--- src/irq_reporter_cfg.svh ---
// Constants for the host interrupt reporter
`ifndef IRQ_REPORTER_CFG_SVH
`define IRQ_REPORTER_CFG_SVH
`define SYS_SRC_W     8
`define EVT_W         8
`define EVT_DEPTH     8
`define EVT_PTR_W     3
`define EVT_CNT_W     4
`define QUEUE_COUNT   3
`define KIND_NONE     2'h0
`define KIND_SYS      2'h1
`define KIND_EVT      2'h2
`define MASK_RESET    8'hFF
`endif

--- src/irq_reporter_pkg.sv ---
// Types for the host interrupt reporter
`include "irq_reporter_cfg.svh"
package irq_reporter_pkg;
  typedef logic [1:0] report_kind_t;
  typedef logic [`EVT_W-1:0] evt_word_t;
endpackage

--- src/irq_reporter.sv ---
// Prioritised host interrupt reporter with system sources and three event queues
`include "irq_reporter_cfg.svh"
module irq_reporter
  import irq_reporter_pkg::*;
(
  input  wire logic                  CLK,          // Core clock, 20 MHz
  input  wire logic                  SRST,         // Synchronous reset, active high
  input  wire logic [`SYS_SRC_W-1:0] SYS_SET,      // System source set pulses
  input  wire logic [`SYS_SRC_W-1:0] SYS_MASK,     // Per-source enable, 1 = enabled
  input  wire logic                  EVENT_DELAY,  // Defer queues 2 and 3
  input  wire logic [2:0]            EVT_PUSH,     // Event push strobe per queue
  input  wire evt_word_t             EVT_DATA,     // Event code pushed
  input  wire logic                  IND_READ,     // Host reads indication register
  output logic                       INT_N,        // Host interrupt, active low
  output report_kind_t               IND_KIND,     // Kind of item in last read
  output logic [1:0]                 IND_QUEUE,    // Queue of reported event
  output logic [`SYS_SRC_W-1:0]      IND_SYS,      // System bits reported
  output evt_word_t                  IND_EVT,      // Event code reported
  output logic [2:0]                 EVT_FULL,     // Queue full flags
  output logic [`SYS_SRC_W-1:0]      SYS_STATUS    // Raw system source register
);

  // Event queue storage, one array per priority
  evt_word_t                 mem_reg [`QUEUE_COUNT][`EVT_DEPTH];
  logic [`EVT_PTR_W-1:0]     wr_reg  [`QUEUE_COUNT];  // Write pointers
  logic [`EVT_PTR_W-1:0]     rd_reg  [`QUEUE_COUNT];  // Read pointers
  logic [`EVT_CNT_W-1:0]     cnt_reg [`QUEUE_COUNT];  // Fill counts
  logic [`SYS_SRC_W-1:0]     sys_reg;                 // Sticky system sources
  logic [`SYS_SRC_W-1:0]     sys_live;                // Unmasked sources
  logic [2:0]                q_ne;                    // Queue nonempty
  logic                      sys_pend;                // Any unmasked system bit
  logic                      req_next;                // Combined request
  logic [2:0]                pop;                     // Queue retired by a read
  logic                      sys_ack;                 // System bits retired by a read

  // Nonempty test for one queue
  function automatic logic nonempty(input logic [`EVT_CNT_W-1:0] c);
    nonempty = (c != '0);
  endfunction

  // Pending terms and priority of the reported item
  always_comb begin
    sys_live = sys_reg & SYS_MASK;
    sys_pend = |sys_live;
    for (int i = 0; i < `QUEUE_COUNT; i++) begin
      q_ne[i] = nonempty(cnt_reg[i]);
    end
    // Deferral lets queues 2/3 ride only on higher work
    if (EVENT_DELAY) begin
      req_next = sys_pend | q_ne[0];
    end else begin
      req_next = sys_pend | (|q_ne);
    end
    pop     = 3'h0;
    sys_ack = 1'b0;
    if (IND_READ) begin
      if (sys_pend) begin
        sys_ack = 1'b1;
      end else if (q_ne[0]) begin
        pop[0] = 1'b1;
      end else if (q_ne[1]) begin
        pop[1] = 1'b1;
      end else if (q_ne[2]) begin
        pop[2] = 1'b1;
      end
    end
  end

  // System source register: set wins over acknowledge clear
  always_ff @(posedge CLK) begin
    if (SRST) begin
      sys_reg <= '0;
    end else if (sys_ack) begin
      sys_reg <= (sys_reg & ~sys_live) | SYS_SET;
    end else begin
      sys_reg <= sys_reg | SYS_SET;
    end
  end

  // Three FIFO queues, pushes and pops may coincide
  always_ff @(posedge CLK) begin
    for (int i = 0; i < `QUEUE_COUNT; i++) begin
      if (SRST) begin
        wr_reg[i]  <= '0;
        rd_reg[i]  <= '0;
        cnt_reg[i] <= '0;
      end else begin
        // Push is dropped when full and not popping
        if (EVT_PUSH[i] && (cnt_reg[i] != `EVT_CNT_W'(`EVT_DEPTH) || pop[i])) begin
          mem_reg[i][wr_reg[i]] <= EVT_DATA;
          wr_reg[i] <= wr_reg[i] + `EVT_PTR_W'(1);
        end
        if (pop[i]) begin
          rd_reg[i] <= rd_reg[i] + `EVT_PTR_W'(1);
        end
        // Count tracks accepted pushes minus pops
        if (EVT_PUSH[i] && !pop[i] && cnt_reg[i] != `EVT_CNT_W'(`EVT_DEPTH)) begin
          cnt_reg[i] <= cnt_reg[i] + `EVT_CNT_W'(1);
        end else if (pop[i] && !EVT_PUSH[i]) begin
          cnt_reg[i] <= cnt_reg[i] - `EVT_CNT_W'(1);
        end
      end
    end
  end

  // Indication register contents captured on each read
  always_ff @(posedge CLK) begin
    if (SRST) begin
      IND_KIND  <= `KIND_NONE;
      IND_QUEUE <= 2'h0;
      IND_SYS   <= '0;
      IND_EVT   <= '0;
    end else if (IND_READ) begin
      IND_SYS <= sys_live;
      if (sys_ack) begin
        IND_KIND  <= `KIND_SYS;
        IND_QUEUE <= 2'h0;
        IND_EVT   <= '0;
      end else if (|pop) begin
        IND_KIND <= `KIND_EVT;
        IND_SYS  <= '0;
        if (pop[0]) begin
          IND_QUEUE <= 2'h1;
          IND_EVT   <= mem_reg[0][rd_reg[0]];
        end else if (pop[1]) begin
          IND_QUEUE <= 2'h2;
          IND_EVT   <= mem_reg[1][rd_reg[1]];
        end else begin
          IND_QUEUE <= 2'h3;
          IND_EVT   <= mem_reg[2][rd_reg[2]];
        end
      end else begin
        IND_KIND  <= `KIND_NONE;
        IND_QUEUE <= 2'h0;
        IND_EVT   <= '0;
      end
    end
  end

  // Registered interrupt pin, low while a request stands
  always_ff @(posedge CLK) begin
    if (SRST) begin
      INT_N <= 1'b1;
    end else begin
      INT_N <= ~req_next;
    end
  end

  // Status mirrors
  always_ff @(posedge CLK) begin
    if (SRST) begin
      EVT_FULL   <= 3'h0;
      SYS_STATUS <= '0;
    end else begin
      for (int i = 0; i < `QUEUE_COUNT; i++) begin
        EVT_FULL[i] <= (cnt_reg[i] == `EVT_CNT_W'(`EVT_DEPTH));
      end
      SYS_STATUS <= sys_reg;
    end
  end

  // Pin follows the request one edge later
  chk_pin_tracks_req: assert property (@(posedge CLK) disable iff (SRST)
    1'b1 |=> INT_N == !$past(req_next))
    else $error("interrupt pin does not follow request");
  // Masked-only system bits never pull the pin low
  chk_mask_blocks: assert property (@(posedge CLK) disable iff (SRST)
    (!sys_pend && q_ne == 3'h0) |=> INT_N)
    else $error("pin low with nothing unmasked pending");
  // Deferred low queues alone keep the pin high
  chk_defer_holds: assert property (@(posedge CLK) disable iff (SRST)
    (EVENT_DELAY && !sys_pend && !q_ne[0]) |=> INT_N)
    else $error("deferred queue raised interrupt");
  // Nonempty queue without deferral pulls the pin low
  chk_queue_asserts: assert property (@(posedge CLK) disable iff (SRST)
    (!EVENT_DELAY && q_ne != 3'h0) |=> !INT_N)
    else $error("pending event did not assert pin");
  // System bits go before any event
  chk_sys_first: assert property (@(posedge CLK) disable iff (SRST)
    (IND_READ && sys_pend) |=> IND_KIND == `KIND_SYS)
    else $error("event reported ahead of system");
  // Queue 1 served ahead of lower queues
  chk_queue_order: assert property (@(posedge CLK) disable iff (SRST)
    (IND_READ && !sys_pend && q_ne[0]) |=> IND_QUEUE == 2'h1)
    else $error("queue 1 not served first");
  // One read retires at most one queue entry
  chk_single_pop: assert property (@(posedge CLK) disable iff (SRST)
    $onehot0(pop) && !(sys_ack && |pop))
    else $error("more than one item retired");
  // Popped count drops by one without a push
  chk_count_drop: assert property (@(posedge CLK) disable iff (SRST)
    (pop[0] && !EVT_PUSH[0]) |=> cnt_reg[0] == $past(cnt_reg[0]) - `EVT_CNT_W'(1))
    else $error("queue count not decremented");
  // Pin stays low on the edge after a read while the request stands
  chk_stays_low: assert property (@(posedge CLK) disable iff (SRST)
    (IND_READ && !INT_N && req_next) |=> !INT_N)
    else $error("pin released while work pending");

  // Further guards on flags, queues, the pin and the indication register
  // A set pulse always lands, even on an acknowledge edge
  chk_set_wins: assert property (@(posedge CLK) disable iff (SRST)
    (SYS_SET != '0) |=> ((sys_reg & $past(SYS_SET)) == $past(SYS_SET)))
    else $error("system set lost");
  // Acknowledge clears reported bits not set again
  chk_sys_clear: assert property (@(posedge CLK) disable iff (SRST)
    sys_ack |=> ((sys_reg & $past(sys_live) & ~$past(SYS_SET)) == '0))
    else $error("reported system bits not cleared");
  // Bits outside the reported set are kept
  chk_masked_kept: assert property (@(posedge CLK) disable iff (SRST)
    1'b1 |=> ((sys_reg & ~$past(sys_live)) ==
              (($past(sys_reg) | $past(SYS_SET)) & ~$past(sys_live))))
    else $error("unreported system bits changed");
  // Event read carries no system bits
  chk_evt_kind: assert property (@(posedge CLK) disable iff (SRST)
    (IND_READ && !sys_pend && q_ne != 3'h0) |=> (IND_KIND == `KIND_EVT && IND_SYS == '0))
    else $error("event report malformed");
  // Read with nothing pending reports none
  chk_none_kind: assert property (@(posedge CLK) disable iff (SRST)
    (IND_READ && !sys_pend && q_ne == 3'h0) |=> IND_KIND == `KIND_NONE)
    else $error("empty read reported an item");
  // Queue 2 served when queue 1 is empty
  chk_queue_two: assert property (@(posedge CLK) disable iff (SRST)
    (IND_READ && !sys_pend && !q_ne[0] && q_ne[1]) |=> IND_QUEUE == 2'h2)
    else $error("queue 2 not served");
  // Queue 3 served last
  chk_queue_three: assert property (@(posedge CLK) disable iff (SRST)
    (IND_READ && !sys_pend && q_ne[1:0] == 2'h0 && q_ne[2]) |=> IND_QUEUE == 2'h3)
    else $error("queue 3 not served");
  // Unmasked system work pulls the pin low
  chk_sys_asserts: assert property (@(posedge CLK) disable iff (SRST)
    sys_pend |=> !INT_N)
    else $error("system interrupt did not assert pin");
  // Deferral lets higher work pull the pin low
  chk_defer_release: assert property (@(posedge CLK) disable iff (SRST)
    (EVENT_DELAY && (sys_pend || q_ne[0])) |=> !INT_N)
    else $error("deferral blocked higher work");
  // Full flag follows a full queue
  chk_full_flag: assert property (@(posedge CLK) disable iff (SRST)
    (cnt_reg[0] == `EVT_CNT_W'(`EVT_DEPTH)) |=> EVT_FULL[0])
    else $error("full flag missing");
  // Counts never pass the depth
  chk_count_bound: assert property (@(posedge CLK) disable iff (SRST)
    cnt_reg[0] <= `EVT_CNT_W'(`EVT_DEPTH) && cnt_reg[1] <= `EVT_CNT_W'(`EVT_DEPTH)
    && cnt_reg[2] <= `EVT_CNT_W'(`EVT_DEPTH))
    else $error("queue count over depth");
  // Accepted push without a pop raises the count
  chk_count_rise: assert property (@(posedge CLK) disable iff (SRST)
    (EVT_PUSH[1] && !pop[1] && cnt_reg[1] != `EVT_CNT_W'(`EVT_DEPTH))
    |=> cnt_reg[1] == $past(cnt_reg[1]) + `EVT_CNT_W'(1))
    else $error("queue count not incremented");
  // Push to a full queue without a pop is dropped
  chk_full_drop: assert property (@(posedge CLK) disable iff (SRST)
    (EVT_PUSH[0] && !pop[0] && cnt_reg[0] == `EVT_CNT_W'(`EVT_DEPTH))
    |=> cnt_reg[0] == `EVT_CNT_W'(`EVT_DEPTH))
    else $error("full queue count changed");
  // Status output mirrors the sticky register
  chk_status_mirror: assert property (@(posedge CLK) disable iff (SRST)
    1'b1 |=> SYS_STATUS == $past(sys_reg))
    else $error("status mirror wrong");
  // Queue 1 read returns its oldest entry
  chk_head_q1: assert property (@(posedge CLK) disable iff (SRST)
    pop[0] |=> IND_EVT == $past(mem_reg[0][rd_reg[0]]))
    else $error("queue 1 head wrong");
  // Queue 2 read returns its oldest entry
  chk_head_q2: assert property (@(posedge CLK) disable iff (SRST)
    pop[1] |=> IND_EVT == $past(mem_reg[1][rd_reg[1]]))
    else $error("queue 2 head wrong");
  // Queue 3 read returns its oldest entry
  chk_head_q3: assert property (@(posedge CLK) disable iff (SRST)
    pop[2] |=> IND_EVT == $past(mem_reg[2][rd_reg[2]]))
    else $error("queue 3 head wrong");
  // Accepted push advances the write pointer
  chk_wr_advance: assert property (@(posedge CLK) disable iff (SRST)
    (EVT_PUSH[2] && cnt_reg[2] != `EVT_CNT_W'(`EVT_DEPTH))
    |=> wr_reg[2] == $past(wr_reg[2]) + `EVT_PTR_W'(1))
    else $error("write pointer stuck");
  // Pop advances the read pointer
  chk_rd_advance: assert property (@(posedge CLK) disable iff (SRST)
    pop[0] |=> rd_reg[0] == $past(rd_reg[0]) + `EVT_PTR_W'(1))
    else $error("read pointer stuck");
  // System read reports every unmasked bit at once
  chk_sys_report: assert property (@(posedge CLK) disable iff (SRST)
    sys_ack |=> IND_SYS == $past(sys_live))
    else $error("system bits misreported");
  // Nothing is retired without a read
  chk_pop_needs_read: assert property (@(posedge CLK) disable iff (SRST)
    (pop != 3'h0 || sys_ack) |-> IND_READ)
    else $error("item retired without read");

  cov_sys_read:   cover property (@(posedge CLK) IND_READ && sys_pend);
  cov_evt_read:   cover property (@(posedge CLK) IND_READ && pop[2]);
  cov_deferred:   cover property (@(posedge CLK) EVENT_DELAY && q_ne[1] && INT_N);
  cov_queue_full: cover property (@(posedge CLK) EVT_FULL[0]);
  cov_set_on_ack: cover property (@(posedge CLK) sys_ack && SYS_SET != '0);

endmodule

--- config.mk ---
export PLATFORM = sky130hd
export DESIGN_NAME = irq_reporter
export DESIGN_NICKNAME = d
export VERILOG_FILES = /design/src/irq_reporter_pkg.sv /design/src/irq_reporter.sv
export VERILOG_INCLUDE_DIRS = /design/src
export SDC_FILE = /design/constraint.sdc
export NUM_CORES = 1
export LEC_CHECK = 0
export BUFFER_PORTS_ARGS = -buffer_cell sky130_fd_sc_hd__buf_2
export CORE_MARGIN = 2
export CORE_UTILIZATION = 32
export CTS_CLUSTER_SIZE = 16
export DETAILED_ROUTE_END_ITERATION = 8
export PLACE_DENSITY = 0.52
export SYNTH_ARGS = -nofsm -noshare
export SYNTH_HDL_FRONTEND = slang
export SYNTH_SLANG_ARGS = --single-unit
--- constraint.sdc ---
create_clock -name CLK -period 6.4 [get_ports CLK]
set_clock_uncertainty 0.2 [all_clocks]
set_input_delay 0.96 -clock CLK [delete_from_list [all_inputs] [get_ports CLK]]
set_output_delay 0.96 -clock CLK [all_outputs]
set_load 0.005 [all_outputs]
# Word level (Yosys, flattened, before mapping)
# Memory sizes are Yosys's and may differ from the RTL's.
# Index checks and enable logic that the tools add are counted.
[word_totals] ff_bits=40 mem_bits_rw=222 input_bits=31 out_inout_bits=32 elab_cells=189 mem_count=4
[op_classes] addsub=12 n_lt_le_gt_ge=9 n_eq_ne=6 mux=94 bitwise_logic=26 reduce_logical=30
[mem_list] name="mem_reg" depth=3 width=64 read_ports=3 rd_ports_with_merged_regs=0 write_ports=3 line="irq_reporter.sv:24" source="evt_word_t mem_reg [`QUEUE_COUNT][`EVT_DEPTH];"
[mem_list] name="cnt_reg" depth=3 width=4 read_ports=3 rd_ports_with_merged_regs=0 write_ports=3 line="irq_reporter.sv:27" source="logic [`EVT_CNT_W-1:0] cnt_reg [`QUEUE_COUNT];"
[mem_list] name="rd_reg" depth=3 width=3 read_ports=3 rd_ports_with_merged_regs=0 write_ports=3 line="irq_reporter.sv:26" source="logic [`EVT_PTR_W-1:0] rd_reg [`QUEUE_COUNT];"
[mem_list] name="wr_reg" depth=3 width=3 read_ports=3 rd_ports_with_merged_regs=0 write_ports=3 line="irq_reporter.sv:25" source="logic [`EVT_PTR_W-1:0] wr_reg [`QUEUE_COUNT];"
[op_table] operator="$mux 64" n=3
[op_table] operator="$mux 8" n=16
[op_table] operator="$bmux 8 s3" n=3
[op_table] operator="$demux 8 s3" n=3
[op_table] operator="$mux 1" n=49
[op_table] operator="$ge 4x4->1 const B" n=6
[op_table] operator="$mux 3" n=8
[op_table] operator="$mux 4" n=6
[op_table] operator="$not 3->4" n=6
[op_table] operator="$add 3x1->3 const B" n=6
[op_table] operator="$and 8x8->8" n=2
[op_table] operator="$or 8x8->8" n=2
[op_table] operator="$logic_and 1x1->1" n=15
[op_table] operator="$or 1x1->1" n=14
[op_table] operator="$add 4x1->4 const B" n=3
[op_table] operator="$eq 4x4->1 const B" n=3
[op_table] operator="$lt 4x1->1 const B" n=3
[op_table] operator="$mux 2" n=6
[op_table] operator="$ne 4x4->1 const B" n=3
[op_table] operator="$reduce_bool 4->1" n=3
[op_table] operator="$sub 4x1->4 const B" n=3
[op_table] operator="$not 8->8" n=1
[op_table] operator="$reduce_or 8->1" n=1
[op_table] operator="$logic_not 1->1" n=6
[op_table] operator="other kinds (3)" n=6

# Depth between registers and ports, before layout
[depth] ltp_word=14 ltp_mapped=14 ltp_nobuf=13

# Least setup slack after synthesis
# Ideal clock, no wire load.
[synth_path] path_type="input -> register" startpoint="input IND_READ" endpoint="memory mem_reg[0][184] (netlist bit), enable pin" setup_time_ns=0.395 arrival_ns=3.299 required_time_ns=5.805 path_slack_ns=2.507 cell_stages=7 n_path_buf=3 path_cell_list="clkbuf_1 -> inv_1 -> or4_1 -> buf_2 -> a311o_1 -> buf_6 -> nor4_1"
[synth_rtl] element="from (decl)" line="irq_reporter.sv:13" source="input wire logic IND_READ,"
[synth_rtl] element="to (decl)" line="irq_reporter.sv:24"

==> summary.md <==
| Metric | Value |
|---|---|
| Status | `finished clean` |
| Post-route ant nets | `0` |
| Syn nets | `700` |
| Avg Inst Size Synth | `about 16 µm²` |
| Final setup vio count | `0` |
| Ports | `63` |
| Period utilization | `65.0%` |
| Largest cells by area after synthesis | `edfxtp_1 (62%), mux4_2 (8.8%), dfxtp_1 (7.5%)` |
| GRT Util Overall | `13.9%` |
| Critical Path Source Type | `register` |
| Largest area contributor in the netlist | `edfxtp_1` |
| Via count | `about 6,000` |
| Worst hold path depth | `1` |
| Drt total wl | `~25,000 µm` |
| H-tree depth | `1` |
| Largest net degree at the start of global routing | `28` |
| Slew margin rel. | `between 20% and 30%` |
| Die width | `~190 µm` |
| First-pass GRT wire length | `around 38,000 µm` |
| Final hold slack | `about 260 ps` |
| DRC | `0` |
| Core ar. | `between 30,000 and 40,000 µm²` |
| Fin nets | `~760` |
| Clock root buffer | `clkbuf_16` |
| Crit path time final | `about 4200 ps` |
| Fmax | `0.240 GHz` |
| R2R depth | `7` |
| Worst-Margin Slew | `about 1200 ps` |
| Synthesis-stage register bit count | `about 260` |
| Max Cap Viol | `0` |
| Worst Hold Class | `register to register` |
| Clock slew at reported path FFs | `60 ps` |
| # Post-CTS Setup Buffers | `0` |
| Mapped cell area | `10,700 µm²` |
| Slew Limit Fails | `0` |
| Power Total | `just under 4 mW` |
| Die Y | `187 µm` |
| CP Capture Type | `register` |
| CP required | `roughly 6400 ps` |
| Fraction of layout cells with a size suffix above 1 | `between 20% and 30%` |
| Reg2Reg Setup Slack | `roughly 2200 ps` |
| WL/cell | `~21 µm` |
| Longest Clk Path Bufs | `3` |
| TritonCTS clock tree | `yes` |
| Worst reg2reg startpoint | `cnt_reg[0][0]$_DFFE_PP_` |
| Max FO, Critical Path | `10` |
| Port bufs | `between 60 and 70` |
| TNS Setup | `0 ps` |
| GR Overflow Total | `0` |
| Share of the synthesized area in the top cell type | `between 60% and 70%` |
| Max reg flops | `192` |
| Number of synthesis warnings | `0` |
| Initial antenna violation count | `0` |
| Yosys cell types | `between 50 and 60` |
| Layout area overhead | `15.6%` |
| R2r endpoint | `mem_reg[0][142]$_DFFE_PP_` |
| Ys flop type | `edfxtp_1` |
| VDD IR max | `approximately 230 µV` |
| DR pass1 iterations | `5` |
| Cell Pwr Density | `~320 nW/µm²` |
| Die area | `between 30,000 and 40,000 µm²` |
| GP Congestion | `~0.83` |
| Min-Delay Startpoint | `IND_SYS[2]$_SDFFE_PP0P_` |
| Sink Count | `roughly 260` |
| HPWL after DPL | `about 16,000 µm` |
| Arrival time of the worst setup path | `just over 4000 ps` |
| Crit Path Category | `register to register` |
| Worst-Skew Late Latency | `between 500 and 600 ps` |
| Drt via density | `between 5 and 6` |
| FFs w/ async S/R, synth | `0%` |
| CTS resizes | `0` |
| Hold buffers post-CTS | `0` |
| TritonCTS buffer count | `28` |
| RSZ-0062 raised after global routing | `false` |
| Vias in the first global route | `about 6,100` |
| Fin. Hold Viols | `0` |
| Lkg Pwr | `4.18 nW` |
| Post-synth EDFFs | `222` |
| Fillers | `3,117` |
| Hold endpoint | `IND_SYS[2]$_SDFFE_PP0P_` |
| Mapped Cells | `654` |
| Cell Rows | `67` |
| Critical Path Source | `cnt_reg[0][0]$_DFFE_PP_` |
| DR iter-0 viols | `between 400 and 500` |
| Sequential share of the synthesized area | `~70%` |
| Initial Util | `32.2%` |
cells in the final DEF, fill, tap and decap left out, drive strengths merged, types with 5 or more instances in the layout:
cell type and count:
inv 12, mux2 6, nand3 12, a32oi 5, nor4 5, nand4 5, a22oi 12, nor3 17
edfxtp 222, dfxtp 40, xnor2 7, o21ai 6, mux4 42, nor2 32, clkbuf 35, a32o 7
mux2i 24, buf 70, ha 14, a31oi 9, clkinv 11, a21oi 24, nor4b 9, nand2 39
nand2b 8, a22o 7, nor2b 10
routing by layer:
metal  vias up  GRT usage (%)  share of wire [%]
met4         2           2.63                1.4
met5         -           1.65               0.32
li1       2727              -                  -
met1      3057           19.9                 47
met3        32           2.89                6.0
met2       172           22.0                 46
cell families (layout without fill, tap and decap cells):
logic type | count (synthesis) | after routing | share of synthesized area [%]
flops | 262 | 262 | 69.7
simple gates | 165 | 165 | 8.61
compound gates | 83 | 83 | 5.70
mux | 72 | 72 | 11.7
buf+inv | 49 | 132 | 1.86
fa+ha+maj | 15 | 15 | 1.82
xor+xnor | 8 | 8 | 0.654
other cells | 0 | 1 | 0
layout make-up:
cell class / count / area (µm²) / area share [%]
multi-input combinational: 343 / 3100 / 25.0
timing repair buffer: 70 / 370 / 2.99
sequential: 262 / 7470 / 60.3
clock buffer: 35 / 748 / 6.04
antenna: 1 / 2.50 / 0.0202
inverter: 12 / 45.0 / 0.364
tap: 448 / 561 / 4.52
clock inverter: 15 / 97.6 / 0.788
stage by stage:
stage	util (%)	area [µm²]	std cells	setup slack [ps]
CTS	37.2	12400	1185	2230
finish	37.2	12400	1186	2240
global placement	34.7	11500	1135	2030
floorplan	-	10700	654	2510
detailed placement	34.7	11500	1135	1910
global route	37.2	12400	1185	1960
cell usage after synthesis (all sizes together), types with 5 or more instances:
master / count
a21oi: 24
a22o: 7
a22oi: 12
a31oi: 9
a32o: 7
a32oi: 5
buf: 16
clkbuf: 21
dfxtp: 40
edfxtp: 222
ha: 14
inv: 12
mux2: 6
mux2i: 24
mux4: 42
nand2: 39
nand2b: 8
nand3: 12
nand4: 5
nor2: 32
nor2b: 10
nor3: 17
nor4: 5
nor4b: 9
o21ai: 6
xnor2: 7
worst max-delay path by stage:
stage | endpoint | slack (ps) | cells past startpoint
after floorplan | mem_reg[0][184]$_DFFE_PP_ | 2510 | 7
after global placement | mem_reg[0][136]$_DFFE_PP_ | 2030 | 5
after detailed placement | mem_reg[0][143]$_DFFE_PP_ | 1910 | 5
after CTS | mem_reg[0][142]$_DFFE_PP_ | 2230 | 7
after global routing | mem_reg[0][142]$_DFFE_PP_ | 1960 | 7
final | mem_reg[0][142]$_DFFE_PP_ | 2240 | 7
critical path, stage by stage (launching register included):
cell and delay [ps]:
edfxtp_1 470, inv_1 120, ha_1 180, nor3b_2 390, nand2_2 170, or4_1 630
a311o_1 610, nor3_1 1010
where the power goes:
group	internal [mW]	total [mW]	switching [mW]	leakage, nW
registers	1.95	2.04	0.0880	2.38
clock network	0.862	1.51	0.647	0.403
logic	0.155	0.373	0.218	1.39
Power figures use the tool's default switching activity.
